$ cat config.mk
export PLATFORM = sky130hd
export DESIGN_NAME = lrd_top
export DESIGN_NICKNAME = d
export VERILOG_FILES = /design/src/common/lrd_pkg.sv /design/src/core/lrd_deser.sv /design/src/core/lrd_top.sv /design/src/core/lrd_wb.sv
export SDC_FILE = /design/constraint.sdc
export NUM_CORES = 1
export LEC_CHECK = 0
export ABC_AREA = 1
export BUFFER_PORTS_ARGS = -buffer_cell sky130_fd_sc_hd__clkbuf_2
export CAP_MARGIN = 30
export CORE_AREA = 3 3 91 128
export DETAILED_ROUTE_END_ITERATION = 8
export DIE_AREA = 0 0 94 131
export MAX_ROUTING_LAYER = met4
export SLEW_MARGIN = 20
export SYNTH_ARGS = -nofsm -noshare
export SYNTH_HDL_FRONTEND = slang
export SYNTH_SLANG_ARGS = --single-unit
$ cat constraint.sdc
create_clock -name clk_sys -period 2.3 [get_ports clk_sys]
set_clock_uncertainty 0.15 [all_clocks]
set_input_delay 0.115 -clock clk_sys [delete_from_list [all_inputs] [get_ports clk_sys]]
set_output_delay 0.115 -clock clk_sys [all_outputs]
set_load 0.01 [all_outputs]
$ cat src/common/lrd_pkg.sv
package lrd_pkg;

  // ---------------------------------------------------------------
  // Request type codes carried in bits one to three of a stream.
  // ---------------------------------------------------------------
  localparam logic [2:0] LRD_TYPE_IMM = 3'h0;
  localparam logic [2:0] LRD_TYPE_ISO = 3'h1;
  localparam logic [2:0] LRD_TYPE_PRI = 3'h2;
  localparam logic [2:0] LRD_TYPE_FAIR = 3'h3;
  localparam logic [2:0] LRD_TYPE_READ = 3'h4;
  localparam logic [2:0] LRD_TYPE_WRITE = 3'h5;
  localparam logic [2:0] LRD_TYPE_ACCEL = 3'h6;
  localparam logic [2:0] LRD_TYPE_RSV = 3'h7;

  // ---------------------------------------------------------------
  // Speed codes of a bus request.
  // ---------------------------------------------------------------
  localparam logic [2:0] LRD_SPEED_S100 = 3'h0;
  localparam logic [2:0] LRD_SPEED_S200 = 3'h2;
  localparam logic [2:0] LRD_SPEED_S400 = 3'h4;

  // ---------------------------------------------------------------
  // States of the interface control lines as the device drives them.
  // ---------------------------------------------------------------
  localparam logic [1:0] LRD_CTL_IDLE = 2'h0;
  localparam logic [1:0] LRD_CTL_STATUS = 2'h1;
  localparam logic [1:0] LRD_CTL_RECEIVE = 2'h2;
  localparam logic [1:0] LRD_CTL_GRANT = 2'h3;

  // ---------------------------------------------------------------
  // Bit positions within a request stream, bit 0 being the start bit.
  // ---------------------------------------------------------------
  localparam logic [4:0] LRD_BIT_TYPE_LAST = 5'h03;
  localparam logic [4:0] LRD_BIT_SPEED_FIRST = 5'h04;
  localparam logic [4:0] LRD_BIT_SPEED_LAST = 5'h06;
  localparam logic [4:0] LRD_BIT_ADDR_FIRST = 5'h04;
  localparam logic [4:0] LRD_BIT_ADDR_LAST = 5'h07;
  localparam logic [4:0] LRD_BIT_DATA_FIRST = 5'h08;
  localparam logic [4:0] LRD_BIT_DATA_LAST = 5'h0F;
  localparam logic [4:0] LRD_BIT_CTRL = 5'h04;
  localparam logic [4:0] LRD_STOP_BUS_LONG = 5'h07;
  localparam logic [4:0] LRD_STOP_READ = 5'h08;
  localparam logic [4:0] LRD_STOP_WRITE = 5'h10;
  localparam logic [4:0] LRD_STOP_ACCEL = 5'h05;

  // ---------------------------------------------------------------
  // Register map of the bus slave, byte addresses, and reset values.
  // ---------------------------------------------------------------
  localparam logic [7:0] LRD_OFS_CTRL = 8'h00;
  localparam logic [7:0] LRD_OFS_STATUS = 8'h04;
  localparam logic LRD_RST_DECODE_EN = 1'b1;
  localparam logic LRD_RST_ACCEL_EN = 1'b1;

  // ---------------------------------------------------------------
  // Carriers between the decoder, the core and the register port.
  // ---------------------------------------------------------------
  typedef struct packed {
    logic valid;
    logic [2:0] rtype;
    logic [2:0] speed;
    logic [3:0] addr;
    logic [7:0] data;
    logic ctrl;
    logic rx_seen;
  } lrd_frame_t;

  typedef struct packed {
    logic strobe;
    logic [3:0] addr;
    logic [7:0] data;
  } lrd_regwr_t;

  typedef enum logic [2:0] {
    LRD_BK_NONE,
    LRD_BK_IMM,
    LRD_BK_ISO,
    LRD_BK_PRI,
    LRD_BK_FAIR
  } lrd_bus_kind_t;

  // Bus requests are the four types with a zero in the top type bit.
  function automatic logic lrd_is_bus_type(input logic [2:0] rtype);
    return !rtype[2];
  endfunction

  // Only three speed codes name a rate; the others are invalid.
  function automatic logic lrd_speed_valid(input logic [2:0] speed);
    return (speed == LRD_SPEED_S100) || (speed == LRD_SPEED_S200) || (speed == LRD_SPEED_S400);
  endfunction

endpackage

$ cat src/core/lrd_deser.sv
`timescale 1ns/1ps
`default_nettype none

// Frames and deserialises request streams, one bit per clock.
module lrd_deser (
  input wire logic clk_sys,
  input wire logic rst,
  input wire logic link_request_line,
  input wire logic [1:0] interface_control_lines,
  output lrd_pkg::lrd_frame_t frame
);

  typedef enum logic [1:0] {LRD_DS_IDLE, LRD_DS_SHIFT, LRD_DS_FLUSH} lrd_ds_state_t;

  typedef struct packed {
    lrd_ds_state_t st;
    logic [4:0] cnt;
    logic [2:0] rtype;
    logic [2:0] speed;
    logic [3:0] addr;
    logic [7:0] data;
    logic ctrl;
    logic rx_seen;
    lrd_pkg::lrd_frame_t frame;
  } lrd_ds_t;

  lrd_ds_t s_reg;
  lrd_ds_t s_next;
  logic bit_in;
  logic rx_now;
  logic [2:0] type_now;
  logic [4:0] stop_idx;

  assign bit_in = link_request_line;
  assign rx_now = (interface_control_lines == lrd_pkg::LRD_CTL_RECEIVE);
  assign type_now = {s_reg.rtype[1:0], bit_in};

  // Index of the stop bit for the non-bus types and for a long bus request.
  always_comb begin
    case (s_reg.rtype)
      lrd_pkg::LRD_TYPE_READ: stop_idx = lrd_pkg::LRD_STOP_READ;
      lrd_pkg::LRD_TYPE_WRITE: stop_idx = lrd_pkg::LRD_STOP_WRITE;
      lrd_pkg::LRD_TYPE_ACCEL: stop_idx = lrd_pkg::LRD_STOP_ACCEL;
      default: stop_idx = lrd_pkg::LRD_STOP_BUS_LONG;
    endcase
  end

  // Shifts each bit into its field by position and emits a frame at the stop bit.
  always_comb begin
    s_next = s_reg;
    s_next.frame.valid = 1'b0;
    case (s_reg.st)
      LRD_DS_IDLE: begin
        if (bit_in) begin
          s_next.st = LRD_DS_SHIFT;
          s_next.cnt = 5'h01;
          s_next.rx_seen = rx_now;
          s_next.rtype = 3'h0;
          s_next.speed = 3'h0;
          s_next.addr = 4'h0;
          s_next.data = 8'h00;
          s_next.ctrl = 1'b0;
        end
      end
      LRD_DS_SHIFT: begin
        s_next.cnt = s_reg.cnt + 5'h01;
        s_next.rx_seen = s_reg.rx_seen | rx_now;
        // The first bit after the start is the type's most significant bit.
        if (s_reg.cnt <= lrd_pkg::LRD_BIT_TYPE_LAST) begin
          s_next.rtype = type_now;
        end
        if (s_reg.cnt >= lrd_pkg::LRD_BIT_SPEED_FIRST && s_reg.cnt <= lrd_pkg::LRD_BIT_SPEED_LAST) begin
          s_next.speed = {s_reg.speed[1:0], bit_in};
        end
        if (s_reg.cnt >= lrd_pkg::LRD_BIT_ADDR_FIRST && s_reg.cnt <= lrd_pkg::LRD_BIT_ADDR_LAST) begin
          s_next.addr = {s_reg.addr[2:0], bit_in};
        end
        if (s_reg.cnt >= lrd_pkg::LRD_BIT_DATA_FIRST && s_reg.cnt <= lrd_pkg::LRD_BIT_DATA_LAST) begin
          s_next.data = {s_reg.data[6:0], bit_in};
        end
        if (s_reg.cnt == lrd_pkg::LRD_BIT_CTRL) begin
          s_next.ctrl = bit_in;
        end
        // A reserved type is dropped with no effect at all.
        if (s_reg.cnt == lrd_pkg::LRD_BIT_TYPE_LAST && type_now == lrd_pkg::LRD_TYPE_RSV) begin
          s_next.st = LRD_DS_FLUSH;
        end else if (lrd_pkg::lrd_is_bus_type(s_reg.rtype) && s_reg.cnt == lrd_pkg::LRD_BIT_SPEED_LAST &&
                     !bit_in) begin
          s_next.st = LRD_DS_IDLE;
          s_next.frame = '{1'b1, s_reg.rtype, s_next.speed, s_next.addr, s_next.data, s_next.ctrl, s_next.rx_seen};
        end else if (s_reg.cnt > lrd_pkg::LRD_BIT_TYPE_LAST && s_reg.cnt == stop_idx) begin
          if (!bit_in) begin
            s_next.st = LRD_DS_IDLE;
            s_next.frame = '{1'b1, s_reg.rtype, s_next.speed, s_next.addr, s_next.data, s_next.ctrl,
                             s_next.rx_seen};
          end else begin
            s_next.st = LRD_DS_FLUSH;
          end
        end
      end
      LRD_DS_FLUSH: begin
        // A broken stream is skipped until the line is low for a cycle.
        if (!bit_in) begin
          s_next.st = LRD_DS_IDLE;
        end
      end
      default: s_next.st = LRD_DS_IDLE;
    endcase
  end

  // State register.
  always_ff @(posedge clk_sys or posedge rst) begin
    if (rst) begin
      s_reg <= '0;
    end else begin
      s_reg <= s_next;
    end
  end

  assign frame = s_reg.frame;
endmodule // lrd_deser

`default_nettype wire

$ cat src/core/lrd_top.sv
// Function
// - Every stream starts with a one bit and ends with a zero stop bit.
// - Bit 0 goes first as most significant; bits one to three give type.
// - Immediate request: on idle, take the bus at once, no arbitration.
// - Isochronous request: on idle, arbitrate without waiting for subaction gap.
// - Priority request: arbitrate after subaction gap, ignoring fairness.
// - Fair request: arbitrate after subaction gap, obeying fairness.
// - Types read, write and acceleration control act on registers; 111 reserved.
// - Bus request speed in bits four to six; 000, 010, 100 valid.
// - Bus request is seven or eight bits; accept both lengths.
// - Invalid speed still arbitrates, but transmission sends a null packet.
// - Read request: nine bits, address in bits four to seven.
// - Write request: seventeen bits, address then eight data bits.
// - Acceleration control: six bits, bit four enables or disables.
// - Driving the receive state drops pending fair or priority request.
// - Fair or priority request shifted in during receive is ignored.
// - Pending isochronous request clears only when the bus is won or on bus reset.
// - Request line sampled one bit per rising interface clock edge.
// - One bus request pending; ignore others; bus reset clears all; a request arriving in the bus reset cycle is kept.
// - Write data enters the register as soon as the stream completes.
// - Pending read ignores further reads and survives bus reset.
//
// Register access over Wishbone and the address map were chosen for this implementation.
`timescale 1ns/1ps
`default_nettype none

// Decodes link service requests and keeps the pending request state.
module lrd_top #(
  parameter int ADR_W = 8
) (
  input wire logic clk_sys,
  input wire logic rst,
  input wire logic link_request_line,
  input wire logic [1:0] interface_control_lines,
  input wire logic subaction_gap,
  input wire logic bus_won,
  input wire logic bus_lost,
  input wire logic bus_reset,
  input wire logic read_status_sent,
  output logic take_bus_now,
  output logic arbitrate_now,
  output logic fairness_enforced,
  output logic null_packet_tx,
  output lrd_pkg::lrd_regwr_t reg_write,
  output logic read_pending,
  output logic [3:0] read_addr,
  output logic accel_enable,
  input wire logic wb_cyc,
  input wire logic wb_stb,
  input wire logic wb_we,
  input wire logic [ADR_W-1:0] wb_adr,
  input wire logic [3:0] wb_sel,
  input wire logic [31:0] wb_dat_w,
  output logic [31:0] wb_dat_r,
  output logic wb_ack
);

  typedef struct packed {
    lrd_pkg::lrd_bus_kind_t kind;
    logic speed_bad;
    logic take_bus;
    logic arbitrate;
    logic fair;
    lrd_pkg::lrd_regwr_t wr;
    logic rd_pend;
    logic [3:0] rd_addr;
    logic accel;
  } lrd_core_t;

  lrd_core_t s_reg;
  lrd_core_t s_next;
  lrd_pkg::lrd_frame_t frame;
  logic decode_enable;
  logic ctl_idle;
  logic ctl_receive;
  logic pf_pending;
  logic frame_take;
  logic [31:0] status_word;
  lrd_pkg::lrd_bus_kind_t frame_kind;
  logic bus_accept;

  // ---------------------------------------------------------------
  // Stream framing and register port
  // ---------------------------------------------------------------
  lrd_deser u_deser (
    .clk_sys(clk_sys),
    .rst(rst),
    .link_request_line(link_request_line),
    .interface_control_lines(interface_control_lines),
    .frame(frame)
  );

  lrd_wb #(
    .ADR_W(ADR_W)
  ) u_wb (
    .clk_sys(clk_sys),
    .rst(rst),
    .wb_cyc(wb_cyc),
    .wb_stb(wb_stb),
    .wb_we(wb_we),
    .wb_adr(wb_adr),
    .wb_sel(wb_sel),
    .wb_dat_w(wb_dat_w),
    .wb_dat_r(wb_dat_r),
    .wb_ack(wb_ack),
    .status_word(status_word),
    .decode_enable(decode_enable)
  );

  // Status word shows the pending requests and acceleration state.
  assign status_word = {22'h000000, s_reg.accel, s_reg.rd_addr, s_reg.rd_pend, s_reg.speed_bad, s_reg.kind};

  // ---------------------------------------------------------------
  // Request decode and pending state
  // ---------------------------------------------------------------
  assign ctl_idle = (interface_control_lines == lrd_pkg::LRD_CTL_IDLE);
  assign ctl_receive = (interface_control_lines == lrd_pkg::LRD_CTL_RECEIVE);
  assign pf_pending = (s_reg.kind == lrd_pkg::LRD_BK_PRI) || (s_reg.kind == lrd_pkg::LRD_BK_FAIR);
  assign frame_take = frame.valid && decode_enable;

  // Maps a bus request type onto the pending kind.
  always_comb begin
    case (frame.rtype)
      lrd_pkg::LRD_TYPE_IMM: frame_kind = lrd_pkg::LRD_BK_IMM;
      lrd_pkg::LRD_TYPE_ISO: frame_kind = lrd_pkg::LRD_BK_ISO;
      lrd_pkg::LRD_TYPE_PRI: frame_kind = lrd_pkg::LRD_BK_PRI;
      lrd_pkg::LRD_TYPE_FAIR: frame_kind = lrd_pkg::LRD_BK_FAIR;
      default: frame_kind = lrd_pkg::LRD_BK_NONE;
    endcase
  end

  // Clears come first so that a request arriving in the same cycle wins.
  always_comb begin
    s_next = s_reg;
    s_next.wr.strobe = 1'b0;
    bus_accept = 1'b0;
    if (bus_reset) begin
      s_next.kind = lrd_pkg::LRD_BK_NONE;
    end else if (bus_won) begin
      s_next.kind = lrd_pkg::LRD_BK_NONE;
    end else if (bus_lost && s_reg.kind != lrd_pkg::LRD_BK_ISO) begin
      s_next.kind = lrd_pkg::LRD_BK_NONE;
    end else if (ctl_receive && pf_pending) begin
      s_next.kind = lrd_pkg::LRD_BK_NONE;
    end
    if (read_status_sent) begin
      s_next.rd_pend = 1'b0;
    end
    if (frame_take) begin
      case (frame.rtype)
        lrd_pkg::LRD_TYPE_IMM, lrd_pkg::LRD_TYPE_ISO, lrd_pkg::LRD_TYPE_PRI, lrd_pkg::LRD_TYPE_FAIR: begin
          // Fair and priority requests that overlapped a receive are ignored.
          if (s_next.kind == lrd_pkg::LRD_BK_NONE &&
              !((frame_kind == lrd_pkg::LRD_BK_PRI || frame_kind == lrd_pkg::LRD_BK_FAIR) &&
                (frame.rx_seen || ctl_receive))) begin
            s_next.kind = frame_kind;
            s_next.speed_bad = !lrd_pkg::lrd_speed_valid(frame.speed);
            bus_accept = 1'b1;
          end
        end
        lrd_pkg::LRD_TYPE_READ: begin
          if (!s_next.rd_pend) begin
            s_next.rd_pend = 1'b1;
            s_next.rd_addr = frame.addr;
          end
        end
        lrd_pkg::LRD_TYPE_WRITE: begin
          s_next.wr = '{1'b1, frame.addr, frame.data};
        end
        lrd_pkg::LRD_TYPE_ACCEL: begin
          s_next.accel = frame.ctrl;
        end
        default: s_next.wr.strobe = 1'b0;
      endcase
    end
    // Arbitration commands follow from what is pending this cycle.
    s_next.take_bus = (s_reg.kind == lrd_pkg::LRD_BK_IMM) && ctl_idle;
    s_next.arbitrate = ((s_reg.kind == lrd_pkg::LRD_BK_ISO) && ctl_idle) ||
                       (pf_pending && subaction_gap);
    s_next.fair = (s_reg.kind == lrd_pkg::LRD_BK_FAIR);
    // The null-packet flag lives only as long as the bus request that raised it.
    s_next.speed_bad = s_next.speed_bad && (s_next.kind != lrd_pkg::LRD_BK_NONE);
  end

  // State register.
  always_ff @(posedge clk_sys or posedge rst) begin
    if (rst) begin
      s_reg <= '{lrd_pkg::LRD_BK_NONE, 1'b0, 1'b0, 1'b0, 1'b0, '0, 1'b0, 4'h0, lrd_pkg::LRD_RST_ACCEL_EN};
    end else begin
      s_reg <= s_next;
    end
  end

  // Outputs straight from the state register.
  assign take_bus_now = s_reg.take_bus;
  assign arbitrate_now = s_reg.arbitrate;
  assign fairness_enforced = s_reg.fair;
  assign null_packet_tx = s_reg.speed_bad;
  assign reg_write = s_reg.wr;
  assign read_pending = s_reg.rd_pend;
  assign read_addr = s_reg.rd_addr;
  assign accel_enable = s_reg.accel;
endmodule // lrd_top

`default_nettype wire

$ cat src/core/lrd_wb.sv
`timescale 1ns/1ps
`default_nettype none

// Classic Wishbone slave holding the control word and showing core status.
module lrd_wb #(
  parameter int ADR_W = 8
) (
  input wire logic clk_sys,
  input wire logic rst,
  input wire logic wb_cyc,
  input wire logic wb_stb,
  input wire logic wb_we,
  input wire logic [ADR_W-1:0] wb_adr,
  input wire logic [3:0] wb_sel,
  input wire logic [31:0] wb_dat_w,
  output logic [31:0] wb_dat_r,
  output logic wb_ack,
  input wire logic [31:0] status_word,
  output logic decode_enable
);

  typedef struct packed {
    logic ack;
    logic [31:0] dat_r;
    logic en;
  } lrd_wb_t;

  lrd_wb_t s_reg;
  lrd_wb_t s_next;
  logic [7:0] adr8;

  if (ADR_W < 3 || ADR_W > 8) begin : g_bad_adr
    $error("lrd_wb: ADR_W must lie between 3 and 8");
  end

  assign adr8 = 8'(wb_adr);

  // Answers each access one cycle after it starts; unmapped reads give zero.
  always_comb begin
    s_next = s_reg;
    s_next.ack = wb_cyc && wb_stb && !s_reg.ack;
    s_next.dat_r = 32'h00000000;
    if (s_next.ack) begin
      if (wb_we && adr8 == lrd_pkg::LRD_OFS_CTRL && wb_sel[0]) begin
        s_next.en = wb_dat_w[0];
      end
      if (!wb_we) begin
        case (adr8)
          lrd_pkg::LRD_OFS_CTRL: s_next.dat_r = {31'h00000000, s_reg.en};
          lrd_pkg::LRD_OFS_STATUS: s_next.dat_r = status_word;
          default: s_next.dat_r = 32'h00000000;
        endcase
      end
    end
  end

  // State register.
  always_ff @(posedge clk_sys or posedge rst) begin
    if (rst) begin
      s_reg <= '{1'b0, 32'h00000000, lrd_pkg::LRD_RST_DECODE_EN};
    end else begin
      s_reg <= s_next;
    end
  end

  assign wb_ack = s_reg.ack;
  assign wb_dat_r = s_reg.dat_r;
  assign decode_enable = s_reg.en;

endmodule // lrd_wb

`default_nettype wire

==> summary.md <==
| Metric | Value |
|---|---|
| Combinational fraction of design power | `0.326` |
| Average routed wire per standard cell | `approximately 12 um` |
| Largest net degree at the start of global routing | `57` |
| Maximum clock insertion buffer count | `2` |
| Row Count | `45` |
| Post-Layout Cell Count | `about 710` |
| Worst skew pair latency | `between 300 and 400 ps` |
| Post-synth EDFFs | `0` |
| Distinct cells, synth | `38` |
| Initial antenna violation count | `0` |
| Share of layout cells above drive strength 1 | `0.188` |
| Clock power frac | `0.303` |
| Cts bufs inserted | `9` |
| Crit-path slowest cell | `dfrtp_1` |
| Antenna cells | `0` |
| Total grt overflow | `0` |
| DRT Wirelength | `~8900 um` |
| R2R Path Start | `u_deser.s_reg[41]` |
| Detailed placement HPWL | `around 6300 um` |
| Cell Area, Synth | `4210 um^2` |
| Final Util | `0.471` |
| Compound-gate portion of the synthesized area | `0.0952` |
| Unrepaired setup endpoints after global routing | `false` |
| Die Y | `between 100 and 150 um` |
| DRT iter0 DRCs | `199` |
| Final Power | `5.24 mW` |
| Vias in the first global route | `3,392` |
| Hold depth | `3` |
| Layout area overhead | `19.8%` |
| Post-route cell area | `5040 um^2` |
| Vias/cell | `~4.8` |
| Hold Crit Class | `in -> reg` |
| Worst slack, placed | `241 ps` |
| Fmax | `between 400 and 500 MHz` |
| DR pass1 iterations | `4` |
| RR Endpoint | `u_deser.frame[9]` |
| DRC | `0` |
| Total number of vias | `3,426` |
| Final Max Tran Viols | `0` |
| DP Cell Count | `around 680` |
| Cell-internal power | `~3.3 mW` |
| Crit path DAT | `about 2100 ps` |
| Setup ws final | `between 200 and 300 ps` |
| CP max FO | `16` |
| FF+latch count, synth | `86` |
| Core Area | `around 11,000 um^2` |
| YS warnings | `0` |
| Post-Syn Instances | `498` |
| Final period util | `0.883` |
| P_leak | `~2.6 nW` |
| Die Area | `roughly 12,000 um^2` |
| Fill cell count | `about 1,000` |
| Min Tclk post-route | `just over 2000 ps` |
| Required @ worst endpoint | `between 2000 and 2500 ps` |
| Status | `completed` |
| Final hold slack | `40.9 ps` |
| Worst R2R Path Depth | `11` |
| Buffers on Ports | `56` |
| Crit path kind | `reg -> reg` |
| First-pass GRT wire length | `14,900 um` |
| CTS Sinks | `86` |
| Setup TNS | `0 ps` |
| Post-synth ARST share | `1.00` |
| Hold Fails Final Rpt | `0` |
| P per Cell Area | `1040 nW/um^2` |
| WHS Endpoint | `u_deser.s_reg[47]` |
| # setup viols final | `0` |
| I/O pin total | `about 110` |
| Adder-cell share of the synthesized area | `0.00892` |
| Gp weighted congestion | `roughly 0.9` |
| Setup slack, reg-to-reg | `around 270 ps` |
| Fin nets | `628` |
| Area post-placement | `4540 um^2` |
| Xor and xnor area share after synthesis | `0.00416` |
| Synthesized area per cell | `~8.4 um^2` |
| Synth Area in Simple Gates | `0.243` |
| Hold_sp | `link_request_line` |
| Die X-Extent | `94 um` |
| Htree depth | `3` |
| Initial core utilization | `0.393` |
| MaxCap Viol Count | `0` |
| Sw Share | `0.365` |
| CTS clk-pin slew, worst paths | `60 ps` |
| Critical Path End Type | `register` |
| Worst slew margin | `0.627` |
| Global Route Usage Sum | `0.157` |
| Bufs and invs on worst path | `2` |
| Worst slew pin tran | `about 560 ps` |
| Sequential share of power | `0.371` |
| Critical Path Source Type | `register` |
| CTS tree | `yes` |
| Max reg flops | `27` |
| Root Driver | `clkbuf_16` |
| Multiplexer area fraction after synthesis | `0` |
| Max incr delay on CP | `approximately 380 ps` |
| Worst vdd ir | `~370 uV` |
| Crit-path cells | `ha_1, inv_1, nor3_1, ha_1, o21bai_1, o21ai_2, nand2_1, o21ai_1, inv_1, nand3_1, nand2_1` |
| Top_reg_cell synth | `dfrtp_1` |
| Sequential area share after synthesis | `0.512` |
| Largest delay contributor family on the critical path | `compound AO/OA/AOI/OAI gates` |
| Total net switching power | `~1.9 mW` |
| Largest family of logic cells by synthesized area | `simple AND/OR/NAND/NOR gates` |
| Detail Route Antenna Nets | `0` |
## logic make-up (layout without fill, tap and decap cells)
logic type / after synthesis / in the layout
AO/OA/AOI/OAI: 71 / 71
XOR/XNOR: 2 / 2
adder cells (fa/ha/maj): 3 / 3
buffers and inverters: 106 / 160
flip-flops: 86 / 86
other: 1 / 22
AND/OR/NAND/NOR: 229 / 229
## tightest hold or removal path, stage by stage
cell	delay (ps)
clkbuf_2	190
o211ai_1	140
inv_1	40
## cell usage after synthesis (3+ instances only)
master / instances / share of area
nor2_1: 27 / 0.024
buf_4: 41 / 0.073
nor3_1: 14 / 0.017
inv_1: 54 / 0.048
nor3b_1: 4 / 0.0071
or2_2: 3 / 0.0045
nand2_1: 132 / 0.12
buf_2: 4 / 0.0048
o21ai_0: 46 / 0.055
ha_1: 3 / 0.0089
nor4_1: 4 / 0.0059
dfrtp_1: 84 / 0.50
nand4_1: 4 / 0.0059
o22ai_1: 11 / 0.016
a21oi_1: 6 / 0.0071
nand3_1: 30 / 0.036
## placed cells by master, fill, tap and decap left out, drive strengths merged, types with 2 or more instances in the layout
cell type	n
dlygate4sd3	15
o21ai	48
a21oi	6
nor3b	4
bufinv	2
nand4	4
o22ai	11
or2	3
nor3	15
buf	15
clkbuf	65
ha	3
dfstp	2
nand3	32
conb	22
nor4	5
nand2	134
clkinvlp	2
dfrtp	84
clkinv	3
nor2	31
inv	58
o211ai	2
## metal layers
metal,global-route usage,part of all wire,vias up,wire length [um]
met1,0.167,0.40,1621,3530
met3,0.0349,0.048,14,429
li1,-,-,1690,-
met5,-,0,-,0
met4,0.0578,0.017,0,153
met2,0.282,0.54,101,4750
## power groups by stage
stage | combinational [mW] | clock [mW] | sequential (mW)
3_5_place_dp | 1.68 | 0 | 1.97
5_1_grt | 1.94 | 1.70 | 1.98
3_3_place_gp | 1.64 | 0 | 1.96
2_1_floorplan | 1.23 | 0 | 1.94
6_report | 1.71 | 1.59 | 1.94
4_1_cts | 1.71 | 1.63 | 1.94
## cell type report
class	instances	area [um^2]	area share
sequential	86	2150	0.428
multi-input combinational	327	1560	0.310
timing repair buffer	86	593	0.118
clock buffer	9	225	0.0447
inverter	58	221	0.0440
tap	141	176	0.0350
clock inverter	7	105	0.0209
## timing repair
item                                    in CTS  in global routing
hold endpoints to repair                    95                  1
setup buffers                                0                  2
endpoints found under the setup margin       0                  2
gates resized for setup                      0                  3
hold buffers                                15                  1
## worst max path at each step
| stage | start | endpoint | cells past startpoint |
|---|---|---|---|
| 3_3_place_gp | u_deser.s_reg[42] | u_deser.frame[9] | 10 |
| 5_1_grt | u_deser.s_reg[41] | u_deser.frame[8] | 9 |
| 3_5_place_dp | u_deser.s_reg[42] | u_deser.frame[9] | 10 |
| 6_report | u_deser.s_reg[41] | u_deser.frame[9] | 11 |
| 2_1_floorplan | u_deser.s_reg[42] | u_deser.frame[2] | 10 |
| 4_1_cts | wb_stb | u_wb.decode_enable | 9 |
(Power assumes the default switching activity.)
